### config.mk
export PLATFORM = sky130hd
export DESIGN_NAME = oss_source_select
export DESIGN_NICKNAME = d
export VERILOG_FILES = /design/src/oss_pkg.sv /design/src/oss_source_select.sv
export VERILOG_INCLUDE_DIRS = /design/src
export SDC_FILE = /design/constraint.sdc
export NUM_CORES = 1
export LEC_CHECK = 0
export BUFFER_PORTS_ARGS = -buffer_cell sky130_fd_sc_hd__buf_2
export CORE_AREA = 2 2 86 88
export CTS_CLUSTER_SIZE = 8
export DETAILED_ROUTE_END_ITERATION = 12
export DIE_AREA = 0 0 88 90
export PLACE_DENSITY_LB_ADDON = 0.15
export SLEW_MARGIN = 20
export SYNTH_ARGS = -nofsm -noshare
export SYNTH_HDL_FRONTEND = slang
export SYNTH_SLANG_ARGS = --single-unit
### constraint.sdc
create_clock -name clk -period 2.8 [get_ports clk]
set_clock_uncertainty 0.2 [all_clocks]
set_input_delay 0.42 -clock clk [delete_from_list [all_inputs] [get_ports clk]]
set_output_delay 0.42 -clock clk [all_outputs]
set_load 0.02 [all_outputs]
### src/oss_consts.svh
`ifndef OSS_CONSTS_SVH
`define OSS_CONSTS_SVH
// ****************************************
// register map
// ****************************************
`define OSS_ADDR_CTRL 12'h000
`define OSS_ADDR_DIV 12'h004
`define OSS_CTRL_RST_VIS 16'h0000
// ****************************************
// field positions of the control and divider registers
// ****************************************
`define OSS_F_CURRENT_SOURCE_FIELD 14:12
`define OSS_F_NEW_SOURCE_FIELD 10:8
`define OSS_B_LOCK 7
`define OSS_B_PLLOK 5
`define OSS_B_CF 3
`define OSS_B_DRV 2
`define OSS_B_SEN 1
`define OSS_B_SWEN 0
`define OSS_F_PSC 2:0
// ****************************************
// source codes and defaults
// ****************************************
`define OSS_SRC_FAST_RC_WITH_POSTSCALER 3'h7
`define OSS_SRC_LPFRC 3'h6
`define OSS_SRC_LOWPOWER_RC_SOURCE 3'h5
`define OSS_SRC_SECONDARY_SOURCE 3'h4
`define OSS_SRC_PPLL 3'h3
`define OSS_SRC_PRI 3'h2
`define OSS_SRC_FPLL 3'h1
`define OSS_SRC_FRC 3'h0
`define OSS_PM_HS 2'h2
`define OSS_PM_XT 2'h1
`define OSS_PM_EC 2'h0
`define OSS_SWM_ON 2'h0
`define OSS_EXT_RANGE_DFLT 2'h3
`define OSS_PSC_RST 3'h1
`define OSS_SWITCH_TICKS 10
`endif

### src/oss_pkg.sv
package oss_pkg;
  // configuration word latched at power-on
  typedef struct packed {
    logic [1:0] primary_mode_config;
    logic [2:0] initial_source_config;
    logic [1:0] switch_monitor_config;
    logic [1:0] ext_clock_range_config;
    logic secondary_power_config;
    logic secondary_input_source_config;
    logic osc_out_pin_function_config;
  } oss_cfg_s;
  // one-cycle edges of each raw oscillator, sampled on clk
  typedef struct packed {
    logic fast_rc;
    logic lowpower_fast_rc;
    logic lowpower_rc;
    logic secondary;
    logic primary;
    logic multiplier;
  } oss_ticks_s;
  typedef enum logic [3:0] {
    OSS_M_FAST_RC_WITH_POSTSCALER, OSS_M_LOWPOWER_FAST_RC_POSTSCALED, OSS_M_LOWPOWER_RC_SOURCE, OSS_M_SECONDARY_SOURCE, OSS_M_HIGHSPEED_CRYSTAL_MULTIPLIED_HS,
    OSS_M_EXTERNAL_CLOCK_MULTIPLIED_EC, OSS_M_HS, OSS_M_XT, OSS_M_EC, OSS_M_FAST_RC_WITH_MULTIPLIER, OSS_M_FRC,
    OSS_M_BAD
  } oss_mode_e;
  typedef enum logic [2:0] {
    OSS_IDLE = 3'b001,
    OSS_WAIT = 3'b010,
    OSS_SWAP = 3'b100
  } oss_state_e;
endpackage

### src/oss_source_select.sv
`timescale 1ns/1ns
`default_nettype none
`include "oss_consts.svh"
// Function
// (RULE_01) power-on reset takes start source and mode from configuration fields
// (RULE_02) erased configuration starts on fast RC through its postscaler
// (RULE_03) external clock range defaults above 8 MHz, applied in external clock mode
// (RULE_04) source switching enabled only when upper switch/monitor bit is zero
// (RULE_05) fail-safe monitor active only when switch/monitor field is 00
// (RULE_06) select and primary fields decode into eleven clock modes
// (RULE_07) read-only current source field shows the source in use
// (RULE_08) writable new source field resets to the initial source configuration
// (RULE_09) instruction clock is the selected system clock divided by two
// (RULE_10) oscillator output pin may carry the instruction clock per configuration
// (RULE_11) multiplier offered only for primary and fast RC sources
// (RULE_12) fast RC frequency reducible by a programmable divider
// (RULE_13) multiplier lock bit clears at valid switch and in non-multiplier modes
// (RULE_14) secondary drive bit ignored when secondary runs from digital input
// (RULE_15) software only sets selection lock; clock fail set by hardware, cleared by software
// (RULE_16) secondary circuit power chosen by configuration bit
// (RULE_17) switch enable starts switch, hardware clears it, held zero when disabled
// (RULE_18) detected clock failure sets the clock fail bit
// (RULE_19) monitor on and lock set refuse clock and multiplier changes
// (RULE_20) wait ten new-source cycles, then copy new into current source
// (RULE_21) system clock held low across the changeover, no runt pulses
module oss_source_select #(
  parameter int SWITCH_TICKS = `OSS_SWITCH_TICKS
) (
  // clock, reset, enable
  input wire logic clk,
  input wire logic rstn,
  input wire logic ce,
  // apb slave
  input wire logic psel,
  input wire logic penable,
  input wire logic pwrite,
  input wire logic [11:0] paddr,
  input wire logic [31:0] pwdata,
  input wire logic [3:0] pstrb,
  output logic [31:0] prdata,
  output logic pready,
  output logic pslverr,
  // configuration and oscillator status
  input wire oss_pkg::oss_cfg_s cfg,
  input wire oss_pkg::oss_ticks_s ticks,
  input wire logic pll_locked,
  input wire logic fail_detect,
  // clock outputs
  output logic sys_tick,
  output logic fcy,
  output logic oscillator_output_pin_o,
  output logic oscillator_output_pin_oe_n,
  // oscillator controls
  output oss_pkg::oss_mode_e mode,
  output logic pll_enable,
  output logic secondary_osc_enable,
  output logic secondary_high_power,
  output logic [1:0] ext_range,
  output logic fail_safe_monitor
);
  import oss_pkg::*;

  initial begin
    if (SWITCH_TICKS < 1 || SWITCH_TICKS > 15) $error("SWITCH_TICKS out of range");
  end

  // ****************************************
  // helpers
  // ****************************************
  function automatic logic is_pll(input logic [2:0] s);
    is_pll = (s == `OSS_SRC_PPLL) || (s == `OSS_SRC_FPLL); // RULE_11
  endfunction

  function automatic logic raw_tick(input logic [2:0] s, input oss_ticks_s t);
    case (s)
      `OSS_SRC_FAST_RC_WITH_POSTSCALER, `OSS_SRC_FRC: raw_tick = t.fast_rc;
      `OSS_SRC_LPFRC: raw_tick = t.lowpower_fast_rc;
      `OSS_SRC_LOWPOWER_RC_SOURCE: raw_tick = t.lowpower_rc;
      `OSS_SRC_SECONDARY_SOURCE: raw_tick = t.secondary;
      `OSS_SRC_PRI: raw_tick = t.primary;
      default: raw_tick = t.multiplier; // RULE_11
    endcase
  endfunction

  function automatic oss_mode_e decode(input logic [2:0] s, input logic [1:0] pm);
    case (s) // RULE_06
      `OSS_SRC_FAST_RC_WITH_POSTSCALER: decode = OSS_M_FAST_RC_WITH_POSTSCALER;
      `OSS_SRC_LPFRC: decode = OSS_M_LOWPOWER_FAST_RC_POSTSCALED;
      `OSS_SRC_LOWPOWER_RC_SOURCE: decode = OSS_M_LOWPOWER_RC_SOURCE;
      `OSS_SRC_SECONDARY_SOURCE: decode = OSS_M_SECONDARY_SOURCE;
      `OSS_SRC_PPLL: decode = (pm == `OSS_PM_EC) ? OSS_M_EXTERNAL_CLOCK_MULTIPLIED_EC : OSS_M_HIGHSPEED_CRYSTAL_MULTIPLIED_HS;
      `OSS_SRC_PRI: begin
        case (pm)
          `OSS_PM_HS: decode = OSS_M_HS;
          `OSS_PM_XT: decode = OSS_M_XT;
          `OSS_PM_EC: decode = OSS_M_EC;
          default: decode = OSS_M_BAD;
        endcase
      end
      `OSS_SRC_FPLL: decode = OSS_M_FAST_RC_WITH_MULTIPLIER;
      default: decode = OSS_M_FRC;
    endcase
  endfunction

  // ****************************************
  // state
  // ****************************************
  oss_cfg_s cfg_r;
  oss_state_e state_r;
  logic [2:0] current_source_field_r, new_source_field_r, psc_sel_r;
  logic lock_r, pll_lock_r, cf_r, drv_r, sen_r, switch_enable_bit_r, fcy_r, sys_tick_r;
  logic [3:0] tick_cnt_r;
  logic [7:0] psc_cnt_r;
  logic [31:0] prdata_r;
  logic sw_en, fail_safe_monitor_en, locked, wr, wr_ctrl, wr_div, start, raw, psc_on, psc_hit;
  logic [7:0] psc_top;

  assign sw_en = ~cfg_r.switch_monitor_config[1]; // RULE_04
  assign fail_safe_monitor_en = cfg_r.switch_monitor_config == `OSS_SWM_ON; // RULE_05
  assign locked = fail_safe_monitor_en & lock_r; // RULE_19
  assign wr = psel & penable & pwrite & ce;
  assign wr_ctrl = wr & (paddr == `OSS_ADDR_CTRL);
  assign wr_div = wr & (paddr == `OSS_ADDR_DIV);
  assign start = (state_r == OSS_IDLE) & switch_enable_bit_r & (new_source_field_r != current_source_field_r);

  // ****************************************
  // configuration capture
  // ****************************************
  always_ff @(posedge clk) begin
    if (!rstn) begin
      cfg_r <= cfg; // RULE_01
    end
  end

  // ****************************************
  // control register fields
  // ****************************************
  always_ff @(posedge clk) begin
    if (!rstn) begin
      new_source_field_r <= cfg.initial_source_config; // RULE_08
      lock_r <= 1'b0;
      drv_r <= 1'b0;
      sen_r <= 1'b0;
      psc_sel_r <= `OSS_PSC_RST;
    end else if (wr_ctrl) begin
      if (pstrb[1] && !locked && state_r == OSS_IDLE) begin
        new_source_field_r <= pwdata[`OSS_F_NEW_SOURCE_FIELD]; // RULE_19
      end
      if (pstrb[0]) begin
        lock_r <= lock_r | (pwdata[`OSS_B_LOCK] & fail_safe_monitor_en); // RULE_15
        drv_r <= pwdata[`OSS_B_DRV];
        sen_r <= pwdata[`OSS_B_SEN];
      end
    end else if (wr_div && pstrb[0]) begin
      psc_sel_r <= pwdata[`OSS_F_PSC]; // RULE_12
    end
  end

  // clear on software zero, but a failure in the same cycle wins
  always_ff @(posedge clk) begin
    if (!rstn) begin
      cf_r <= 1'b0;
    end else if (ce) begin
      if (fail_safe_monitor_en && fail_detect) begin
        cf_r <= 1'b1; // RULE_18
      end else if (start || (wr_ctrl && pstrb[0] && !pwdata[`OSS_B_CF])) begin
        cf_r <= 1'b0; // RULE_15
      end
    end
  end

  always_ff @(posedge clk) begin
    if (!rstn) begin
      pll_lock_r <= 1'b0;
    end else if (ce) begin
      pll_lock_r <= (state_r == OSS_IDLE) && !start && is_pll(current_source_field_r) && pll_locked; // RULE_13
    end
  end

  // ****************************************
  // switch sequencer
  // ****************************************
  always_ff @(posedge clk) begin
    if (!rstn) begin
      state_r <= OSS_IDLE;
      switch_enable_bit_r <= 1'b0;
      tick_cnt_r <= 4'h0;
      current_source_field_r <= cfg.initial_source_config; // RULE_02
    end else if (ce) begin
      case (state_r)
        OSS_IDLE: begin
          tick_cnt_r <= 4'h0;
          if (switch_enable_bit_r && new_source_field_r == current_source_field_r) begin
            switch_enable_bit_r <= 1'b0; // RULE_17
          end else if (start) begin
            state_r <= OSS_WAIT; // RULE_17
          end else if (wr_ctrl && pstrb[0] && pwdata[`OSS_B_SWEN] && sw_en && !locked) begin
            switch_enable_bit_r <= 1'b1; // RULE_17
          end
        end
        OSS_WAIT: begin
          // a multiplier target must be locked before its edges are trusted
          if (raw_tick(new_source_field_r, ticks) && (!is_pll(new_source_field_r) || pll_locked)) begin
            if (tick_cnt_r == 4'(SWITCH_TICKS - 1)) begin
              state_r <= OSS_SWAP; // RULE_20
            end
            tick_cnt_r <= tick_cnt_r + 4'h1;
          end
        end
        OSS_SWAP: begin
          current_source_field_r <= new_source_field_r; // RULE_20
          switch_enable_bit_r <= 1'b0; // RULE_17
          state_r <= OSS_IDLE;
        end
        default: begin
          state_r <= OSS_IDLE;
        end
      endcase
    end
  end

  // ****************************************
  // postscaler and system clock
  // ****************************************
  assign psc_on = (current_source_field_r == `OSS_SRC_FAST_RC_WITH_POSTSCALER) || (current_source_field_r == `OSS_SRC_LPFRC);
  always_comb begin
    case (psc_sel_r)
      3'h7: psc_top = 8'hFF;
      3'h6: psc_top = 8'h3F;
      3'h5: psc_top = 8'h1F;
      3'h4: psc_top = 8'h0F;
      3'h3: psc_top = 8'h07;
      3'h2: psc_top = 8'h03;
      3'h1: psc_top = 8'h01;
      default: psc_top = 8'h00;
    endcase
  end
  assign raw = raw_tick(current_source_field_r, ticks);
  assign psc_hit = !psc_on || psc_cnt_r >= psc_top; // RULE_12

  always_ff @(posedge clk) begin
    if (!rstn) begin
      psc_cnt_r <= 8'h00;
    end else if (ce && raw) begin
      psc_cnt_r <= psc_hit ? 8'h00 : psc_cnt_r + 8'h01;
    end
  end

  // changeover cycle gated low so old and new edges never merge
  always_ff @(posedge clk) begin
    if (!rstn) begin
      sys_tick_r <= 1'b0;
    end else if (ce) begin
      sys_tick_r <= raw & psc_hit & (state_r != OSS_SWAP); // RULE_21
    end
  end

  always_ff @(posedge clk) begin
    if (!rstn) begin
      fcy_r <= 1'b0;
    end else if (ce && sys_tick_r) begin
      fcy_r <= ~fcy_r; // RULE_09
    end
  end

  // ****************************************
  // apb read path
  // ****************************************
  always_ff @(posedge clk) begin
    if (!rstn) begin
      prdata_r <= 32'h0000_0000;
    end else if (psel && !penable) begin
      prdata_r <= 32'h0000_0000;
      if (paddr == `OSS_ADDR_CTRL) begin
        prdata_r[15:0] <= `OSS_CTRL_RST_VIS;
        prdata_r[`OSS_F_CURRENT_SOURCE_FIELD] <= current_source_field_r; // RULE_07
        prdata_r[`OSS_F_NEW_SOURCE_FIELD] <= new_source_field_r;
        prdata_r[`OSS_B_LOCK] <= locked;
        prdata_r[`OSS_B_PLLOK] <= pll_lock_r;
        prdata_r[`OSS_B_CF] <= cf_r;
        prdata_r[`OSS_B_DRV] <= drv_r;
        prdata_r[`OSS_B_SEN] <= sen_r;
        prdata_r[`OSS_B_SWEN] <= switch_enable_bit_r;
      end else if (paddr == `OSS_ADDR_DIV) begin
        prdata_r[`OSS_F_PSC] <= psc_sel_r;
      end
    end
  end

  assign prdata = prdata_r;
  assign pready = 1'b1;
  assign pslverr = psel & penable & (paddr != `OSS_ADDR_CTRL) & (paddr != `OSS_ADDR_DIV);

  // ****************************************
  // pins and controls
  // ****************************************
  assign sys_tick = sys_tick_r;
  assign fcy = fcy_r;
  assign mode = decode(current_source_field_r, cfg_r.primary_mode_config); // RULE_06
  assign pll_enable = is_pll(current_source_field_r) | (state_r != OSS_IDLE && is_pll(new_source_field_r)); // RULE_11
  assign secondary_osc_enable = sen_r;
  // drive bit only matters for a crystal on the secondary pins
  assign secondary_high_power = cfg_r.secondary_power_config // RULE_16
    | (cfg_r.secondary_input_source_config & drv_r); // RULE_14
  assign ext_range = (mode == OSS_M_EC || mode == OSS_M_EXTERNAL_CLOCK_MULTIPLIED_EC) ?
    cfg_r.ext_clock_range_config : `OSS_EXT_RANGE_DFLT; // RULE_03
  assign fail_safe_monitor = fail_safe_monitor_en;
  assign oscillator_output_pin_o = fcy_r; // RULE_10
  assign oscillator_output_pin_oe_n = ~(cfg_r.osc_out_pin_function_config & // RULE_10
    (mode != OSS_M_HS) & (mode != OSS_M_XT) & (mode != OSS_M_HIGHSPEED_CRYSTAL_MULTIPLIED_HS));
endmodule // oss_source_select
`default_nettype wire

* Yosys cells after proc, flatten, opt, wreduce, memory -nomap -nowiden
Index checks and enable logic that the tools add are counted.
** Word-level totals
- Register bits :: 57
- Latch bits :: 0
- Bits in writable memories :: 0
- Bits in read-only memories :: 0
- Input port bits :: 74
- Output and inout bits :: 48
- Memories :: 0
** Operators by class
- $add $sub $neg :: 2
- Multiply operators :: 0
- Divide/modulo/power cells :: 0
- Order comparisons :: 1
- Equal/unequal tests :: 48
- Shifts and indexed selects :: 0
- Muxes and demuxes :: 33
- Bitwise gates (word level) :: 24
- Reduce and logical (&&, ||, !) cells :: 50
** Operators with widths (number)
- $pmux 8 s7 :: 1
- $eq 3x3->1 const B :: 13
- $mux 3 :: 12
- $pmux 4 s7 :: 1
- $eq 3x2->1 const B :: 7
- $logic_and 1x1->1 :: 18
- $and 1x1->1 :: 17
- $eq 12x3->1 const B :: 1
- $eq 3x1->1 const B :: 4
- $logic_not 12->1 :: 1
- $mux 12 :: 1
- $ne 12x3->1 const B :: 1
- $ne 4x3->1 const B :: 3
- $pmux 4 s3 :: 1
- $reduce_bool 12->1 :: 1
- $pmux 1 s5 :: 2
- $reduce_and 2->1 :: 5
- $mux 1 :: 9
- $add 8x1->8 const B :: 1
- $eq 4x4->1 const B :: 2
- $ge 8x8->1 :: 1
- $mux 8 :: 1
- $ne 2x1->1 const B :: 4
- $ne 2x2->1 const B :: 4
- 25 further kinds :: 47

* Longest topological paths before layout
Gate-level depths: netlist of run 1.
- Depth after elaboration :: 12
- Depth in mapped cells :: 9
- Mapped depth without buffers :: 7

* Worst setup path after synthesis of run 1
Ideal clock, no wire load.
- Kind :: register to output
- Start :: register cfg_r[10] (netlist bit)
- End :: output port ext_range[0]
- Arrival time :: 1717 ps
- Required time :: 2180 ps
- Setup slack :: 463 ps
- Stages on the path, launching flop included :: 6
- Cell sequence :: edfxtp_1 > ha_1 > o21a_1 > o31ai_1 > xor2_1 > or4_1
** On the way
- Longest elaborated chain between the ends :: 6
** RTL lines
- from (decl) :: RTL line oss_source_select.sv:108 : oss_cfg_s cfg_r;
- from (signal assigned) :: RTL line oss_source_select.sv:131 : cfg_r <= cfg;
- $eq 2x1->1, or another cell as far along :: RTL line oss_source_select.sv:93 : case (pm)
- $pmux 4 s3 / $mux 1 (equally long branches) :: RTL line oss_source_select.sv:93, oss_source_select.sv:91
- $pmux 4 s7 (*) :: RTL line oss_source_select.sv:86 : case (s)
- $eq 4x4->1 / $eq 4x3->1 (equally long branches) :: RTL line oss_source_select.sv:305 : assign ext_range = (mode == OSS_M_EC || mode == OSS_M_EXTERNAL_CLOCK_MULTIPLIED_EC) ?
- $logic_or 1x1->1 (*) :: RTL line oss_source_select.sv:305
- $mux 2 (no line) (*)
- to (decl) :: RTL line oss_source_select.sv:58 : output logic [1:0] ext_range,
Mark *: on every way between the ends. The rest lies on a longest branch, timed or not.

* Final worst setup path of run 1
- Start :: register cfg_r[10] (netlist bit)
- End :: output port ext_range[1]
Same word-level chain as after synthesis.

==> results of run 1 <==
[Yosys cell counts (2+ instances only)]
cell type / count / area [sq um]
a211oi_1: 4 / 30.03
a21boi_0: 2 / 15.01
a21oi_1: 19 / 95.09
a22oi_1: 9 / 67.56
a311oi_2: 2 / 30.03
a31o_2: 2 / 17.52
a31oi_1: 6 / 37.54
and3_1: 2 / 12.51
buf_2: 2 / 10.01
buf_4: 23 / 172.7
clkbuf_1: 14 / 52.55
conb_1: 2 / 7.510
dfxtp_1: 38 / 760.7
edfxtp_1: 15 / 450.4
ha_1: 15 / 187.7
inv_1: 15 / 56.30
mux2i_1: 9 / 90.09
nand2_1: 46 / 172.7
nand2b_1: 5 / 31.28
nand3_1: 12 / 60.06
nand4_1: 3 / 18.77
nor2_1: 27 / 101.4
nor2b_1: 4 / 25.02
nor3_1: 8 / 40.04
nor4_1: 2 / 12.51
o2111ai_1: 2 / 17.52
o211ai_1: 2 / 15.01
o21ai_0: 13 / 65.06
o22ai_1: 5 / 31.28
o31ai_1: 3 / 22.52
or2_2: 3 / 18.77
or3_1: 10 / 62.56
or4_1: 3 / 22.52
xnor2_1: 4 / 35.03
xor2_1: 2 / 17.52
[cells in the final DEF (no fill, tap or decap), types with 5 or more instances in the layout]
cell	instances
nor3_1	8
nand2_1	46
a21oi_1	19
o21ai_0	11
o22ai_1	5
a31oi_1	6
buf_2	74
buf_4	10
ha_1	15
a22oi_1	9
or3_1	10
nor2_1	27
edfxtp_1	15
dfxtp_1	38
clkbuf_8	6
inv_1	15
nand3_1	12
nand2b_1	5
mux2i_1	9
conb_1	21
[registers in the layout (all words and copies together), names as in the netlist]
register,count
new_source_field_r,3
psc_sel_r,3
current_source_field_r,3
secondary_osc_enable,1
pll_lock_r,1
prdata,12
sys_tick,1
switch_enable_bit_r,1
state_r,3
fcy,1
tick_cnt_r,4
cfg_r,9
cf_r,1
lock_r,1
psc_cnt_r,8
drv_r,1
[metrics by stage]
step,power (W),hold WS [ps]
after global routing,0.001612,66.74
after CTS,0.001550,72.46
after global placement,0.001098,241.6
after detailed placement,0.001101,253.2
after floorplan,0.001034,259.4
final,0.001544,78.23
[routing by layer]
layer  share of wire, %  global-route usage [%]  vias to the layer above  wire (microns)
li1                   -                       -                     1346               -
met1                 47                   24.35                     1240            3264
met2                 46                   27.34                       87            3231
met3                6.0                   3.306                        9             424
met4                1.3                   4.872                        0              88
met5                  0                       0                        -               0
[final cells by class]
class / count / area (sq um)
inverter: 15 / 56.30
clock inverter: 1 / 7.507
timing repair buffer: 84 / 445.4
fill: 679 / 3468
clock buffer: 7 / 86.33
sequential: 53 / 1211
tap: 99 / 123.9
multi-input combinational: 262 / 1622
[worst max-delay path by stage]
stage               slack [ps]  cells past startpoint            to       from
CTS                         50                      6  ext_range[1]  cfg_r[10]
detailed placement         290                      6  ext_range[1]  cfg_r[10]
global placement           360                      6  ext_range[0]  cfg_r[10]
finish                     120                      6  ext_range[1]  cfg_r[10]
global route                10                      6  ext_range[1]  cfg_r[10]
floorplan                  460                      5  ext_range[0]  cfg_r[10]
[where the power goes]
| part | total, W | switching, W | internal, W | leakage, nW |
|---|---|---|---|---|
| Clock | 0.000449 | 0.000248 | 0.000201 | 0.0445 |
| Combinational | 0.000257 | 0.000160 | 0.0000967 | 0.970 |
| Sequential | 0.000838 | 0.0000252 | 0.000813 | 0.454 |
[cell families (layout without fill, tap and decap cells)]
kind of cell	Yosys count	count (layout)	synth area share (%)
buffers and inverters	55	107	9.716
adders and majority gates	15	15	6.175
xor gates and xnor gates	6	6	1.729
and+or+nand+nor	132	132	20.91
DFF	53	53	39.85
muxes	10	10	3.705
other	2	21	0.2471
AOI/OAI and AO/OA	78	78	17.66
[what timing repair did]
| action | in CTS | in global routing |
|---|---|---|
| hold buffers | 0 | 0 |
| buffers inserted | 0 | 3 |
| endpoints found under the setup margin | 2 | 2 |
| pin swaps | 0 | 0 |
| resized for setup | 1 | 4 |
| gates cloned | 0 | 0 |
[critical path, delay by kind of cell, from the launching register on]
family / cells / cell delay (ps)
AO/OA/AOI/OAI: 2 / 430
XOR/XNOR: 1 / 110
adder cells (fa/ha/maj): 1 / 220
buffers and inverters: 1 / 170
flip-flops: 1 / 430
AND/OR/NAND/NOR: 1 / 400
==> reports/metrics.cfg, run 1 <==
[critical_path]
crit_chain = ha_1 -> o21a_1 -> o31ai_4 -> xor2_1 -> or4_1 -> buf_2
setup.worst_path.class = register to output pin
crit_path_top_delay_cell = edfxtp_1
startpoint_type = register
ff2ff_setup_slack_ps = 500
ff2ff_path_depth = 8
reg2reg_to = sys_tick
cpPeakStageDelay_ps = 430
worstPathArrival_ps = 2060
required_ps = 2180
end_kind = output pin
worstPathMaxFanout = 3
rr_startpoint = psc_sel_r[1]

[placed_design]
dpl.hpwl_mm = 5.297
numPortBuffers = 74
pre_cts_slack_ps = 293.1
placed_cells = 510
placedInstanceArea_sq_um = 3418
gp_congestion = 0.7971

[cells_and_area]
final_cell_area_sq_um = 3552
final_util_pct = 50.60
stdcell_count = 521
n_antenna_cell = 0
nNetsFinal = 510
drive_above_1_share_pct = 25.12
area_delta_synth_final_pct = 16.88

[route]
routed_wl_mm = 7.009
viasPerCell = 5.148
firstDrtPassIters = 4
postRouteAntennaNets = 0
drt_iter0_drc = 136
vias = 2682
wl_per_cell_microns = 13.45
route.detailed.drc = 0

[floorplanning]
initial_core_util_pct = 43.29
row_count = 31
core_sq_um = 7020
io_pins = 122
die-area_sq_um = 7920
fp.dieW_microns = 88
die_h_microns = 90

[yosys]
synthCells = 351
yosys_warnings = 0
netlist_area_sq_um = 3039
ys.flop_type = dfxtp_1
ys_types = 53
avgSynthCellArea_sq_um = 8.659
ys_ff_latch = 53
synth_edf_count = 15
ys_async_sr_fraction_pct = 0
ys_seq_area_share_pct = 39.85

[sta]
drv_slew = 0
post-route-period-util_pct = 95.59
worst_pin_slew_ps = 596.2
final-hold-violation-count = 0
setup_violations = 0
max_freq_mhz = 373.6
relSlewSlack_pct = 60.21
setup_slack_ps = 123.5
tns_ps = 0
rsz0062_at_grt = false
fin_crit_ps = 2677

[pwr]
p_leak_nw = 1.469
powerDensity_nw_per_um2 = 434.7
vdd_drop_max_v = 0.0002098

[grt]
antenna_found_initial = 0
grt_max_degree = 20
grt_pass1_vias = 2340
grt_pass1_wl_mm = 11.07
grt_usage_pct = 17.43
overflow = 0

[flow_run]
max-cap-violations = 0

[clock_tree]
clock_path_buffers = 2
clock_latency_ps = 310
path_clk_slew_ps = 90
cts_tree = done
numCtsBuffers = 5
cts.sinks = 53
root_buffer = clkbuf_8
h-tree-depth = 2

[min_path]
hp-class = input port to register
hp-start = cfg[6]
hold_depth = 1
min_to = cfg_r[6]

[outcome]
status = finished clean

(Power assumes the default switching activity.)
==> run 2: changes to the inputs <==
- ABC_AREA: default -> 1
- CORE_AREA: 2 2 86 88 -> 2 2 89 91
- DIE_AREA: 0 0 88 90 -> 0 0 91 93
==> reports/metrics.cfg, run 2 <==
[outcome]
status = finished clean

[grt]
grt_max_degree = 34  ; +70%
grt_pass1_wl_mm = 12.47  ; +13%
grt_usage_pct = 17.95  ; +0.52 points
antenna_found_initial = 0  ; unchanged
overflow = 0  ; unchanged
grt_pass1_vias = 2788  ; +19%

[clock_tree]
cts.sinks = 53  ; unchanged
holdBufCountCts = 0  ; unchanged
cts_resized = 0  ; -1
clock_latency_ps = 300  ; about the same
numCtsBuffers = 5  ; unchanged
h-tree-depth = 2  ; unchanged
path_clk_slew_ps = 100  ; about the same
post-cts-setup-buffers = 0  ; unchanged
clock_path_buffers = 2  ; unchanged
root_buffer = clkbuf_8
cts_tree = done

[placed_design]
pre_cts_slack_ps = 513.0  ; +219.8 ps
numPortBuffers = 74  ; unchanged
dpl.hpwl_mm = 5.718  ; +8.0%
gp_congestion = 0.8293  ; +4.0%

[sta]
final-hold-violation-count = 0  ; unchanged
whs_ps = 80.72  ; +2.492 ps
max_freq_mhz = 399.7  ; +7.0%
worst_pin_slew_ps = 635.8  ; +39.65 ps
drv_slew = 0  ; unchanged
setup_violations = 0  ; unchanged
tns_ps = 0  ; unchanged
post-route-period-util_pct = 89.36  ; -6.2 points
fin_crit_ps = 2502  ; -174.4 ps
rsz0062_at_grt = false
relSlewSlack_pct = 57.55  ; -2.7 points
setup_slack_ps = 297.8  ; +174.4 ps

[critical_path]
rr_startpoint = current_source_field_r[2]
end_kind = output pin
ff2ff_path_depth = 9  ; +1
setup.worst_path.class = register to output pin
ff2ff_setup_slack_ps = 770  ; +270 ps
startpoint_type = register
worstPathArrival_ps = 1880  ; -180 ps
reg2reg_to = psc_cnt_r[2]
required_ps = 2180  ; about the same
worstPathMaxFanout = 12  ; +9

[yosys]
synth.most_common_cell = nand2_1
yosysTopAreaCell = dfxtp_1
yosysTopAreaCellShare_pct = 23.31  ; -1.7 points
ys_top_cells_by_count = 102 x nand2_1, 54 x inv_1, 50 x nor2_1, 38 x dfxtp_1, 32 x a21oi_1
synthCells = 456  ; +30%
ys_async_sr_fraction_pct = 0  ; unchanged
avgSynthCellArea_sq_um = 7.156  ; -17%
yosys-top-cells-area = dfxtp_1 23%, edfxtp_1 14%, nand2_1 12%
yosys_warnings = 0  ; unchanged
ys.flop_type = dfxtp_1
ys_types = 33  ; -38%
netlist_area_sq_um = 3263  ; +7.4%
ys_ff_latch = 53  ; unchanged
synth_edf_count = 15  ; unchanged
ys_seq_area_share_pct = 37.12  ; -2.7 points

[route]
drt_iter0_drc = 108  ; -21%
viasPerCell = 4.737  ; -8.0%
routed_wl_mm = 7.312  ; +4.3%
postRouteAntennaNets = 0  ; unchanged
route.detailed.drc = 0  ; unchanged
firstDrtPassIters = 4  ; unchanged
wl_per_cell_microns = 11.64  ; -13%
vias = 2975  ; +11%

[floorplanning]
die-area_sq_um = 8463  ; +6.9%
io_pins = 122  ; unchanged
fp.dieW_microns = 91  ; +3.4%
die_h_microns = 93  ; +3.3%
core_sq_um = 7527  ; +7.2%
row_count = 32  ; +3.2%
initial_core_util_pct = 43.35  ; +0.061 points

[pwr]
internal_power_w = 0.001316  ; +18%
p_sw_w = 0.0007152  ; +65%
powerDensity_nw_per_um2 = 544.7  ; +25%
vdd_drop_max_v = 0.0002507  ; +20%
clkPwrFrac_pct = 25.6  ; -3.5 points
p_sw_share_pct = 35.21  ; +7.2 points
p_comb_share_pct = 29.3  ; +13 points
finalPower_w = 0.002032  ; +32%
p_leak_nw = 1.835  ; +25%
seq_power_share_pct = 45.1  ; -9.2 points

[cells_and_area]
nNetsFinal = 614  ; +20%
final_common_cell = nand2_1
area_delta_synth_final_pct = 14.30
largest_register_ffs = 12  ; unchanged
drive_above_1_share_pct = 19.96  ; -5.2 points
final_util_pct = 49.55  ; -1.0 points
n_antenna_cell = 0  ; unchanged
fillers = 819  ; +21%
final_cell_mix = 102 x nand2_1, 74 x buf_2, 54 x inv_1, 50 x nor2_1, 38 x dfxtp_1

[min_path]
hp-class = input port to register
hold_depth = 1  ; unchanged
min_to = cfg_r[4]
hp-start = cfg[4]

[flow_run]
max-cap-violations = 0  ; unchanged

## run 2: changes by cell type in the layout (fill, tap and decap cells not counted), sizes merged, moves of 11 or more
| cell | before | now |
|---|---|---|
| nand2 | 46 | 105 |
| inv | 15 | 59 |
| nor2 | 27 | 56 |
| nand3 | 12 | 32 |
| o21ai | 13 | 31 |
| a21oi | 19 | 32 |
| nand4 | 3 | 14 |
## run 2: layout make-up
cell class              instances  area (sq um)  area share [%]
repair buffers                 77         392.9           10.53
clock buffers                   6         72.57           1.946
well taps                     102         127.6           3.422
inverters                      59         221.5           5.938
flip-flops and latches         53          1211           32.47
clock inverters                 2         33.78          0.9057
multi-input cells             329          1670           44.78
## run 2: cells by family after synthesis
group	share of synthesized area [%]
adder cells (fa/ha/maj)	5.752
flip-flops	37.12
XOR/XNOR	1.879
AND/OR/NAND/NOR	30.10
AO/OA/AOI/OAI	11.04
other	0.2301
buffers and inverters	13.88
## run 2: worst max-delay path by stage
| stage | from | to | slack [ps] | cells after the start |
|---|---|---|---|---|
| 6_report | current_source_field_r[2] | oscillator_output_pin_oe_n | 300 | 9 |
| 3_3_place_gp | paddr[9] | new_source_field_r[1] | 520 | 7 |
| 2_1_floorplan | current_source_field_r[2] | oscillator_output_pin_oe_n | 540 | 5 |
| 3_5_place_dp | paddr[11] | new_source_field_r[0] | 510 | 7 |
| 5_1_grt | current_source_field_r[2] | oscillator_output_pin_oe_n | 130 | 9 |
| 4_1_cts | current_source_field_r[2] | oscillator_output_pin_oe_n | 290 | 9 |
## run 2: power by group through the flow
stage | clock network [W] | logic [W] | registers, W
final | 0.000521 | 0.000595 | 0.000916
after global routing | 0.000563 | 0.000682 | 0.000928
after floorplan | 0 | 0.000463 | 0.000930
after global placement | 0 | 0.000590 | 0.000931
after detailed placement | 0 | 0.000595 | 0.000933
after CTS | 0.000536 | 0.000598 | 0.000916
## run 2: stage by stage
stage | std cells | cell area, sq um
3_5_place_dp | 620 | 3623
5_1_grt | 628 | 3730
4_1_cts | 628 | 3730
2_1_floorplan | 475 | 3334
6_report | 628 | 3730
3_3_place_gp | 620 | 3623
## run 2: critical path, cell delays in order (launching register included)
cell	delay, ps
edfxtp_1	610
nor2_4	220
inv_2	70
nor2_1	100
a21oi_1	50
nand2_1	120
inv_1	60
o21ai_0	140
nand2_1	60
buf_2	150
## run 2: per-layer routing
metal  wire [microns]  global-route usage, %  up-vias  share of wire [%]
met3              420                  2.417       10                5.7
met5                0                      0        -                  0
met1             3344                  22.59     1310                 46
met2             3451                  31.85       95                 47
met4               96                  5.808        0                1.3
li1                 -                      -     1560                  -
